[src/pkg/ivf_consts.svh]
`ifndef IVF_CONSTS_SVH
`define IVF_CONSTS_SVH

// Register indices; byte address is four times the index
`define IVF_IDX_PRIO        6'h09
`define IVF_IDX_BASE        6'h0a
`define IVF_IDX_MATCH0      6'h0b
`define IVF_IDX_F0_LOW      6'h0c
`define IVF_IDX_F0_HIGH     6'h0d
`define IVF_IDX_MATCH1      6'h0e
`define IVF_IDX_F1_LOW      6'h0f
`define IVF_IDX_F1_HIGH     6'h10
`define IVF_IDX_PEND0       6'h11
`define IVF_IDX_PEND5       6'h16

// Priority field positions (low bit of each two-bit field)
`define IVF_CONV_A_LIMIT_LSB 6
`define IVF_CONV_B_LIMIT_LSB 4
`define IVF_CONV_A_DONE_LSB  2
`define IVF_CONV_B_DONE_LSB  0

// Implemented field widths
`define IVF_BASE_W          13
`define IVF_MATCH_W         7
`define IVF_HIGH_W          5
`define IVF_LOW_W           16

// Reset values
`define IVF_RST_PRIO        8'h00
`define IVF_RST_BASE        13'h0000
`define IVF_RST_MATCH       7'h00
`define IVF_RST_LOW         16'h0000
`define IVF_RST_HIGH        5'h00
`define IVF_RST_VADDR       21'h00_0000

// Priority codes
`define IVF_IPL_OFF         2'h0
`define IVF_IPL_TOP         2'h3

// Vector range that has pending bits
`define IVF_VEC_FIRST       2
`define IVF_VEC_LAST        81

`endif

[src/pkg/ivf_pkg.sv]
package ivf_pkg;

  typedef logic [1:0]  ivf_ipl_t;
  typedef logic [6:0]  ivf_vec_t;
  typedef logic [20:0] ivf_vaddr_t;
  typedef logic [15:0] ivf_word_t;

endpackage : ivf_pkg

[src/verilog/ivf_vector_ctrl.sv]
`timescale 1ns/1ns
`default_nettype none
`include "ivf_consts.svh"

// Functional notes
// - Priority code 00 off, 01-11 levels 0-2
// - Four converter priority fields at 7-6,5-4,3-2,1-0
// - Converter fields reset disabled, max level two
// - Unused upper bits read zero, ignore writes
// - Base field forms upper 13 address bits
// - Winner vector number forms bits 7-1, bit 0 zero
// - Match register zero selects fast channel 0
// - Fast hit drives its own vector address
// - Fast requests outrank all other level two
// - Fast channel 0 beats fast channel 1
// - Channel 0 low register gives bits 15-0
// - Channel 0 high register gives bits 20-16
// - Match register one selects fast channel 1
// - Channel 1 low/high form 21-bit address
// - Six pending banks cover vectors 2-81
// - Pending bit reads 0 when request pending
// - Banks ordered by ascending vector number
// - First bank bit 0 reads one always
module ivf_vector_ctrl
  import ivf_pkg::*;
#(
  parameter ivf_vec_t CONV_A_LIMIT_VEC = 7'h40,
  parameter ivf_vec_t CONV_B_LIMIT_VEC = 7'h41,
  parameter ivf_vec_t CONV_A_DONE_VEC  = 7'h42,
  parameter ivf_vec_t CONV_B_DONE_VEC  = 7'h43
) (
  // Clock and reset
  input  wire logic                 pclk,
  input  wire logic                 presetn,
  // APB slave
  input  wire logic                 psel,
  input  wire logic                 penable,
  input  wire logic                 pwrite,
  input  wire logic [7:0]           paddr,
  input  wire logic [31:0]          pwdata,
  input  wire logic [3:0]           pstrb,
  output logic                      pready,
  output logic [31:0]               prdata,
  output logic                      pslverr,
  // Interrupt sources, index is vector number
  input  wire logic [81:2]          irq_req,
  input  wire logic [81:2][1:0]     irq_src_level,
  // Core side
  output logic [20:0]               vector_address_bus,
  output logic                      irq_active,
  output logic [1:0]                irq_level,
  output logic                      irq_fast
);

  // Register state
  ivf_ipl_t                conv_a_limit_priority_reg;
  ivf_ipl_t                conv_b_limit_priority_reg;
  ivf_ipl_t                conv_a_done_priority_reg;
  ivf_ipl_t                conv_b_done_priority_reg;
  logic [`IVF_BASE_W-1:0]  vector_base_reg;
  ivf_vec_t                fast_match_zero_reg;
  ivf_vec_t                fast_match_one_reg;
  logic [`IVF_LOW_W-1:0]   fast_zero_vector_low_reg;
  logic [`IVF_HIGH_W-1:0]  fast_zero_vector_high_reg;
  logic [`IVF_LOW_W-1:0]   fast_one_vector_low_reg;
  logic [`IVF_HIGH_W-1:0]  fast_one_vector_high_reg;
  logic [81:2]             pending_reg;

  // Bus handshake state
  logic                    pready_reg;
  logic [31:0]             prdata_reg;
  logic                    pslverr_reg;

  // Core side state
  ivf_vaddr_t              vaddr_reg;
  logic                    active_reg;
  ivf_ipl_t                level_reg;
  logic                    fast_reg;

  // Derived signals
  logic [127:0]            pend_pad;
  ivf_ipl_t                eff_lvl [128];
  logic [95:0]             pend_flat;
  logic [15:0]             pend_bank [6];
  logic                    acc_phase;
  logic                    wr_take;
  logic [5:0]              reg_idx;
  logic                    idx_ok;
  logic                    best_any;
  ivf_ipl_t                best_lvl;
  ivf_vec_t                best_vec;
  logic                    f0_hit;
  logic                    f1_hit;
  ivf_vaddr_t              vaddr_next;
  ivf_ipl_t                level_next;

  function automatic logic mapped(input logic [5:0] idx);
    mapped = (idx >= `IVF_IDX_PRIO) && (idx <= `IVF_IDX_PEND5);
  endfunction : mapped

  function automatic logic in_table(input ivf_vec_t v);
    in_table = (v >= 7'(`IVF_VEC_FIRST)) && (v <= 7'(`IVF_VEC_LAST));
  endfunction : in_table

  // Write strobe for one register index
  function automatic logic wr_hit(input logic [5:0] idx);
    wr_hit = wr_take && (reg_idx == idx);
  endfunction : wr_hit

  // A fast channel needs a table vector that is pending and enabled
  function automatic logic fast_hit(input ivf_vec_t v);
    fast_hit = in_table(v) && pend_pad[v] && (eff_lvl[v] != `IVF_IPL_OFF);
  endfunction : fast_hit

  assign acc_phase = psel && penable;
  // Writes land only at the edge where pready is seen high
  assign wr_take   = acc_phase && pready_reg && pwrite && idx_ok;
  assign reg_idx   = paddr[7:2];
  assign idx_ok    = mapped(reg_idx) && (paddr[1:0] == 2'h0);

  // Live request snapshot; software cannot touch it
  always_ff @(posedge pclk or negedge presetn) begin
    if (!presetn) begin
      pending_reg <= '0;
    end else begin
      pending_reg <= irq_req;
    end
  end

  // Active-low image, reserved positions read as one
  assign pend_pad  = {46'h0, pending_reg, 2'h0};
  assign pend_flat = {15'h7fff, ~pending_reg, 1'b1};

  generate
    for (genvar b = 0; b < 6; b++) begin : g_bank
      assign pend_bank[b] = pend_flat[16*b +: 16];
    end
  endgenerate

  // Effective priority per vector; converter sources use local fields
  generate
    for (genvar v = 0; v < 128; v++) begin : g_lvl
      if (v < `IVF_VEC_FIRST || v > `IVF_VEC_LAST) begin : g_none
        assign eff_lvl[v] = `IVF_IPL_OFF;
      end else begin : g_src
        assign eff_lvl[v] =
          (7'(v) == CONV_A_LIMIT_VEC) ? conv_a_limit_priority_reg :
          (7'(v) == CONV_B_LIMIT_VEC) ? conv_b_limit_priority_reg :
          (7'(v) == CONV_A_DONE_VEC)  ? conv_a_done_priority_reg  :
          (7'(v) == CONV_B_DONE_VEC)  ? conv_b_done_priority_reg  :
                                        irq_src_level[v];
      end
    end
  endgenerate

  // Table winner: highest code, lowest vector number on a tie
  always_comb begin
    best_any = 1'b0;
    best_lvl = `IVF_IPL_OFF;
    best_vec = 7'h00;
    for (int i = `IVF_VEC_LAST; i >= `IVF_VEC_FIRST; i--) begin
      // Code 00 never competes
      if (pend_pad[i] && eff_lvl[i] != `IVF_IPL_OFF && eff_lvl[i] >= best_lvl) begin
        best_any = 1'b1;
        best_lvl = eff_lvl[i];
        best_vec = 7'(i);
      end
    end
  end

  // Fast channels; a misprogrammed level is the user's hazard
  always_comb begin
    f0_hit = fast_hit(fast_match_zero_reg);
    f1_hit = fast_hit(fast_match_one_reg);
  end

  always_comb begin
    vaddr_next = vaddr_reg;
    level_next = 2'h0;
    // Fast hits sit above every table level two request
    if (f0_hit) begin
      vaddr_next = {fast_zero_vector_high_reg, fast_zero_vector_low_reg};
      level_next = 2'h2;
    end else if (f1_hit) begin
      vaddr_next = {fast_one_vector_high_reg, fast_one_vector_low_reg};
      level_next = 2'h2;
    end else if (best_any) begin
      vaddr_next = {vector_base_reg, best_vec, 1'b0};
      level_next = best_lvl - 2'h1;
    end
  end

  // Address held after the request drops so the core sees a stable bus
  always_ff @(posedge pclk or negedge presetn) begin
    if (!presetn) begin
      vaddr_reg <= `IVF_RST_VADDR;
    end else begin
      vaddr_reg <= vaddr_next;
    end
  end

  always_ff @(posedge pclk or negedge presetn) begin
    if (!presetn) begin
      active_reg <= 1'b0;
    end else begin
      active_reg <= f0_hit || f1_hit || best_any;
    end
  end

  always_ff @(posedge pclk or negedge presetn) begin
    if (!presetn) begin
      level_reg <= 2'h0;
    end else begin
      level_reg <= level_next;
    end
  end

  // Fast flag tells the core to skip the jump table
  always_ff @(posedge pclk or negedge presetn) begin
    if (!presetn) begin
      fast_reg <= 1'b0;
    end else begin
      fast_reg <= f0_hit || f1_hit;
    end
  end

  // Converter priority fields
  always_ff @(posedge pclk or negedge presetn) begin
    if (!presetn) begin
      {conv_a_limit_priority_reg, conv_b_limit_priority_reg,
       conv_a_done_priority_reg, conv_b_done_priority_reg} <= `IVF_RST_PRIO;
    end else if (wr_hit(`IVF_IDX_PRIO) && pstrb[0]) begin
      conv_a_limit_priority_reg <= pwdata[`IVF_CONV_A_LIMIT_LSB +: 2];
      conv_b_limit_priority_reg <= pwdata[`IVF_CONV_B_LIMIT_LSB +: 2];
      conv_a_done_priority_reg  <= pwdata[`IVF_CONV_A_DONE_LSB +: 2];
      conv_b_done_priority_reg  <= pwdata[`IVF_CONV_B_DONE_LSB +: 2];
    end
  end

  // Vector base; only bits 12-0 are stored
  always_ff @(posedge pclk or negedge presetn) begin
    if (!presetn) begin
      vector_base_reg <= `IVF_RST_BASE;
    end else if (wr_hit(`IVF_IDX_BASE)) begin
      if (pstrb[0]) begin
        vector_base_reg[7:0] <= pwdata[7:0];
      end
      if (pstrb[1]) begin
        vector_base_reg[12:8] <= pwdata[12:8];
      end
    end
  end

  // Fast match registers; only the vector number field is stored
  always_ff @(posedge pclk or negedge presetn) begin
    if (!presetn) begin
      fast_match_zero_reg <= `IVF_RST_MATCH;
    end else if (wr_hit(`IVF_IDX_MATCH0) && pstrb[0]) begin
      fast_match_zero_reg <= pwdata[6:0];
    end
  end

  always_ff @(posedge pclk or negedge presetn) begin
    if (!presetn) begin
      fast_match_one_reg <= `IVF_RST_MATCH;
    end else if (wr_hit(`IVF_IDX_MATCH1) && pstrb[0]) begin
      fast_match_one_reg <= pwdata[6:0];
    end
  end

  // Fast vector address registers, one block per register
  always_ff @(posedge pclk or negedge presetn) begin
    if (!presetn) begin
      fast_zero_vector_low_reg <= `IVF_RST_LOW;
    end else if (wr_hit(`IVF_IDX_F0_LOW)) begin
      if (pstrb[0]) begin
        fast_zero_vector_low_reg[7:0] <= pwdata[7:0];
      end
      if (pstrb[1]) begin
        fast_zero_vector_low_reg[15:8] <= pwdata[15:8];
      end
    end
  end

  always_ff @(posedge pclk or negedge presetn) begin
    if (!presetn) begin
      fast_zero_vector_high_reg <= `IVF_RST_HIGH;
    end else if (wr_hit(`IVF_IDX_F0_HIGH) && pstrb[0]) begin
      fast_zero_vector_high_reg <= pwdata[4:0];
    end
  end

  always_ff @(posedge pclk or negedge presetn) begin
    if (!presetn) begin
      fast_one_vector_low_reg <= `IVF_RST_LOW;
    end else if (wr_hit(`IVF_IDX_F1_LOW)) begin
      if (pstrb[0]) begin
        fast_one_vector_low_reg[7:0] <= pwdata[7:0];
      end
      if (pstrb[1]) begin
        fast_one_vector_low_reg[15:8] <= pwdata[15:8];
      end
    end
  end

  always_ff @(posedge pclk or negedge presetn) begin
    if (!presetn) begin
      fast_one_vector_high_reg <= `IVF_RST_HIGH;
    end else if (wr_hit(`IVF_IDX_F1_HIGH) && pstrb[0]) begin
      fast_one_vector_high_reg <= pwdata[4:0];
    end
  end

  // Read mux; unused upper bits come back zero
  function automatic ivf_word_t read_word(input logic [5:0] idx);
    read_word = 16'h0000;
    unique case (idx)
      `IVF_IDX_PRIO:    read_word = {8'h00, conv_a_limit_priority_reg,
                                     conv_b_limit_priority_reg,
                                     conv_a_done_priority_reg,
                                     conv_b_done_priority_reg};
      `IVF_IDX_BASE:    read_word = {3'h0, vector_base_reg};
      `IVF_IDX_MATCH0:  read_word = {9'h000, fast_match_zero_reg};
      `IVF_IDX_F0_LOW:  read_word = fast_zero_vector_low_reg;
      `IVF_IDX_F0_HIGH: read_word = {11'h000, fast_zero_vector_high_reg};
      `IVF_IDX_MATCH1:  read_word = {9'h000, fast_match_one_reg};
      `IVF_IDX_F1_LOW:  read_word = fast_one_vector_low_reg;
      `IVF_IDX_F1_HIGH: read_word = {11'h000, fast_one_vector_high_reg};
      default: begin
        if (idx >= `IVF_IDX_PEND0 && idx <= `IVF_IDX_PEND5) begin
          read_word = pend_bank[3'(idx - `IVF_IDX_PEND0)];
        end
      end
    endcase
  endfunction : read_word

  // One wait state: data is captured in the first access cycle
  always_ff @(posedge pclk or negedge presetn) begin
    if (!presetn) begin
      pready_reg <= 1'b0;
    end else begin
      pready_reg <= acc_phase && !pready_reg;
    end
  end

  // Error flag and read data stand only beside pready
  always_ff @(posedge pclk or negedge presetn) begin
    if (!presetn) begin
      pslverr_reg <= 1'b0;
    end else begin
      pslverr_reg <= acc_phase && !pready_reg && !idx_ok;
    end
  end

  always_ff @(posedge pclk or negedge presetn) begin
    if (!presetn) begin
      prdata_reg <= 32'h0000_0000;
    end else if (acc_phase && !pready_reg && !pwrite && idx_ok) begin
      prdata_reg <= {16'h0000, read_word(reg_idx)};
    end else begin
      prdata_reg <= 32'h0000_0000;
    end
  end

  assign pready             = pready_reg;
  assign prdata             = prdata_reg;
  assign pslverr            = pslverr_reg;
  assign vector_address_bus = vaddr_reg;
  assign irq_active         = active_reg;
  assign irq_level          = level_reg;
  assign irq_fast           = fast_reg;

endmodule : ivf_vector_ctrl

`default_nettype wire

[config.mk]
export PLATFORM = sky130hd
export DESIGN_NAME = ivf_vector_ctrl
export DESIGN_NICKNAME = d
export VERILOG_FILES = /design/src/pkg/ivf_pkg.sv /design/src/verilog/ivf_vector_ctrl.sv
export VERILOG_INCLUDE_DIRS = /design/src /design/src/pkg
export SDC_FILE = /design/constraint.sdc
export NUM_CORES = 1
export LEC_CHECK = 0
export ABC_CLOCK_PERIOD_IN_PS = 215900
export BUFFER_PORTS_ARGS = -buffer_cell sky130_fd_sc_hd__clkbuf_2
export CAP_MARGIN = 10
export CORE_ASPECT_RATIO = 1.4
export CORE_MARGIN = 2
export CORE_UTILIZATION = 50
export CTS_CLUSTER_SIZE = 8
export DETAILED_ROUTE_END_ITERATION = 16
export PLACE_DENSITY = 0.73
export SETUP_SLACK_MARGIN = 0.2
export SLEW_MARGIN = 0
export SYNTH_ARGS = -nofsm -noshare
export SYNTH_HDL_FRONTEND = slang
export SYNTH_SLANG_ARGS = --single-unit
[constraint.sdc]
create_clock -name pclk -period 215.9 [get_ports pclk]
set_clock_uncertainty 0.15 [all_clocks]
set_input_delay 21.59 -clock pclk [delete_from_list [all_inputs] [get_ports pclk]]
set_output_delay 21.59 -clock pclk [all_outputs]
set_load 0.03 [all_outputs]
==> results.cfg <==
[run_status]
status = finished, final reports clean

[routing]
ant_nets = 0
avgViaCountPerCell = 6.66
dr.first_iter.drc_count = 2347
wire_per_inst_um = 24.1
drc = 0
vias = 20900
totalWireLength_um = 75700
dr.pass1.iters = 6

[placed_design]
gp_congestion = 0.975
hpwl_um = 58700
dpl_cell_area_um2 = 21300
place.port_buffers = 305

[cts]
cts_hold_buf = 0
post_cts_buffers = 0
cts_buffers = 17
clk_latency_ps = 490
root_buffer = clkbuf_16
h-tree-depth = 4
max-clock-path-buffers = 2
cts.clk_slew.worst_paths_ps = 80
clock_sinks = 200
cts_resized = 0
cts_tree = built

[power_and_ir_drop]
p_sw_uw = 44.1
ir_drop_mv = 0.00565
leakage_uw = 0.00986
p_int_uw = 70.6
power_uw = 115
p_sw_share_pct = 38.4
pwr-share-seq_pct = 35.8
p_per_area_nw_per_um2 = 5.23
power_frac_comb_pct = 34.3
power_frac_clock_pct = 29.9

[min_path]
min_path_type = reg -> reg

[die]
rows = 85
dieArea_um2 = 40400
die_x_um = 171
core_um2 = 38400
die-height_um = 237
pin_count = 348
start_util_pct = 50.6

[final_layout]
synthToLayoutAreaGrowth_pct = 12.9
drive_above_1_share_pct = 21.3
final_cell_mix = clkbuf_2, nand2_1, dfrtp_1, a21oi_1, nor2_1
final_cell_area_um2 = 21900
diodes = 0
fill_cells = 3576
largest_reg_flops = 80
mostFrequentLayoutCell = clkbuf_2
finalNetCount = 2982
utilization_pct = 57.1

[worst_setup_path]
max_stage_delay_ps = 660
required_ps = 216120
start_kind = input pin
setup.worst_path.class = in -> reg
cp_max_fo = 20
crit_top_cell = ha_1
arrival_ps = 129680
crit_path_end_kind = flop
slowest_stage = a311oi_1

[timing]
maxSlewViolCount = 0
hold_viol = 0
fin_crit_sh_pct = 60.0
max-slew-margin-rel_pct = 18.8
period_needed_ps = 129460
finalSetupTns_ps = 0
rsz0062_at_grt = no
clock.fmax_mhz = 7.72
worst_pin_slew_ps = 1220
final-setup-viol-count = 0

[global_route]
antenna_found_initial = 0
grt_util_met2_pct = 62.8
grtUsageTotal_pct = 37.2
grt_pass1_wl_um = 115000
grt_use_met3_pct = 6.77
grt_max_degree = 117
grt.overflow.total = 0
grt_pass1_vias = 20500
top_usage_layer = met2
met1_usage_pct = 42.0

[yosys]
yosys_warnings = 0
synth_edf_count = 0
synth-seq-cells = 200
synth_cell_type_count = 96
avgSynthCellArea_um2 = 8.18
synth_area_um2 = 19400
synth-main-ff-cell = dfrtp_1
synth_seq_area_share_pct = 25.8
postSynth.asyncResetShare_pct = 100
synth_cells = 2372

[run]
cap_violations = 0
power groups by stage:
stage | combinational (uW) | sequential [uW] | clock (uW)
2_1_floorplan | 25.4 | 40.8 | 0
3_3_place_gp | 37.3 | 41.6 | 0
3_5_place_dp | 38.3 | 41.6 | 0
4_1_cts | 38.6 | 40.9 | 34.7
5_1_grt | 43.7 | 41.0 | 36.2
6_report | 39.3 | 41.1 | 34.3
synthesized netlist by cell type (8+ instances only):
cell type,count,area (um2)
nand2_1,274,1030
dfrtp_1,200,5000
a21oi_1,189,946
nor2_1,172,646
inv_1,143,537
o21ai_0,138,691
mux2_2,95,1070
ha_1,87,1090
nand2b_1,84,526
clkbuf_1,78,293
mux2i_1,76,761
nor3_1,71,355
nand3_1,60,300
mux4_2,54,1220
and2_1,48,300
a22oi_1,42,315
a211oi_1,39,293
nand4_1,34,213
nor2b_1,34,213
a31oi_1,28,175
and3_1,26,163
buf_4,17,128
a21o_1,16,120
a222oi_1,16,160
a22o_1,16,140
buf_1,16,60.1
a221oi_1,15,131
o211ai_1,15,113
a311oi_1,14,123
nor4_1,14,87.6
o21a_1,14,105
buf_2,12,60.1
o41ai_1,12,105
a21boi_0,11,82.6
o31ai_1,11,82.6
a31o_2,10,87.6
o22ai_1,10,62.6
a41oi_1,9,78.8
o311ai_0,9,78.8
nor3b_1,8,60.1
o21ai_1,8,40.0
or2_2,8,50.1
through the flow:
step	hold WS [ps]	std cells	setup WS, ps
floorplan	324	2387	103480
global placement	311	3109	89760
detailed placement	324	3109	87800
CTS	336	3141	87800
global route	365	3141	77310
finish	340	3141	86440
worst max-delay path: cells and delay by family:
kind	cells	cell delay, ps
compound gates	221	47670
simple gates	220	31520
fa+ha+maj	85	23490
mux	12	4110
buf+inv	14	1320
kinds of logic (layout without fill, tap and decap cells):
logic type,after synthesis,count (layout),share of synthesized area (%)
AO/OA/AOI/OAI,714,714,25.0
XOR/XNOR,2,2,0.0903
adder cells (fa/ha/maj),94,94,5.97
buffers and inverters,267,499,5.57
flip-flops,200,200,25.8
multiplexers,226,226,15.8
other,1,16,0.0193
AND/OR/NAND/NOR,868,868,21.8
per-layer routing:
metal / share of wire (%) / vias to the layer above / routed length (um)
met2: 48 / 1261 / 36000
li1: - / 9335 / -
met3: 8.2 / 372 / 6220
met4: 8.5 / 0 / 6420
met1: 36 / 9958 / 27100
met5: 0 / - / 0
final timing paths:
path	start	cells after the start	slack [ps]	to
worst max-delay path	irq_src_level[159]	552	86440	vector_address_bus[15]$_DFFE_PN0P_
worst min-delay path	pready$_DFF_PN0_	1	340	pready$_DFF_PN0_
worst max register to register	pending_reg[81]$_DFF_PN0_	551	107170	vector_address_bus[15]$_DFFE_PN0P_
worst min register to register	pready$_DFF_PN0_	1	340	pready$_DFF_PN0_
max in group asynchronous	presetn	2	192830	pending_reg[7]$_DFF_PN0_
min in group asynchronous	presetn	1	21100	pending_reg[74]$_DFF_PN0_
final cells by class:
cell class                      instances  area [um2]  share of cell area (%)
Clock buffer                           17         425                    1.94
Clock inverter                         15         198                   0.902
Inverter                              144         541                    2.47
Multi-Input combinational cell       1920       13400                    61.2
Sequential cell                       200        5010                    22.9
Tap cell                              522         653                    2.98
Timing Repair Buffer                  323        1670                    7.62
(Power assumes the default switching activity.)
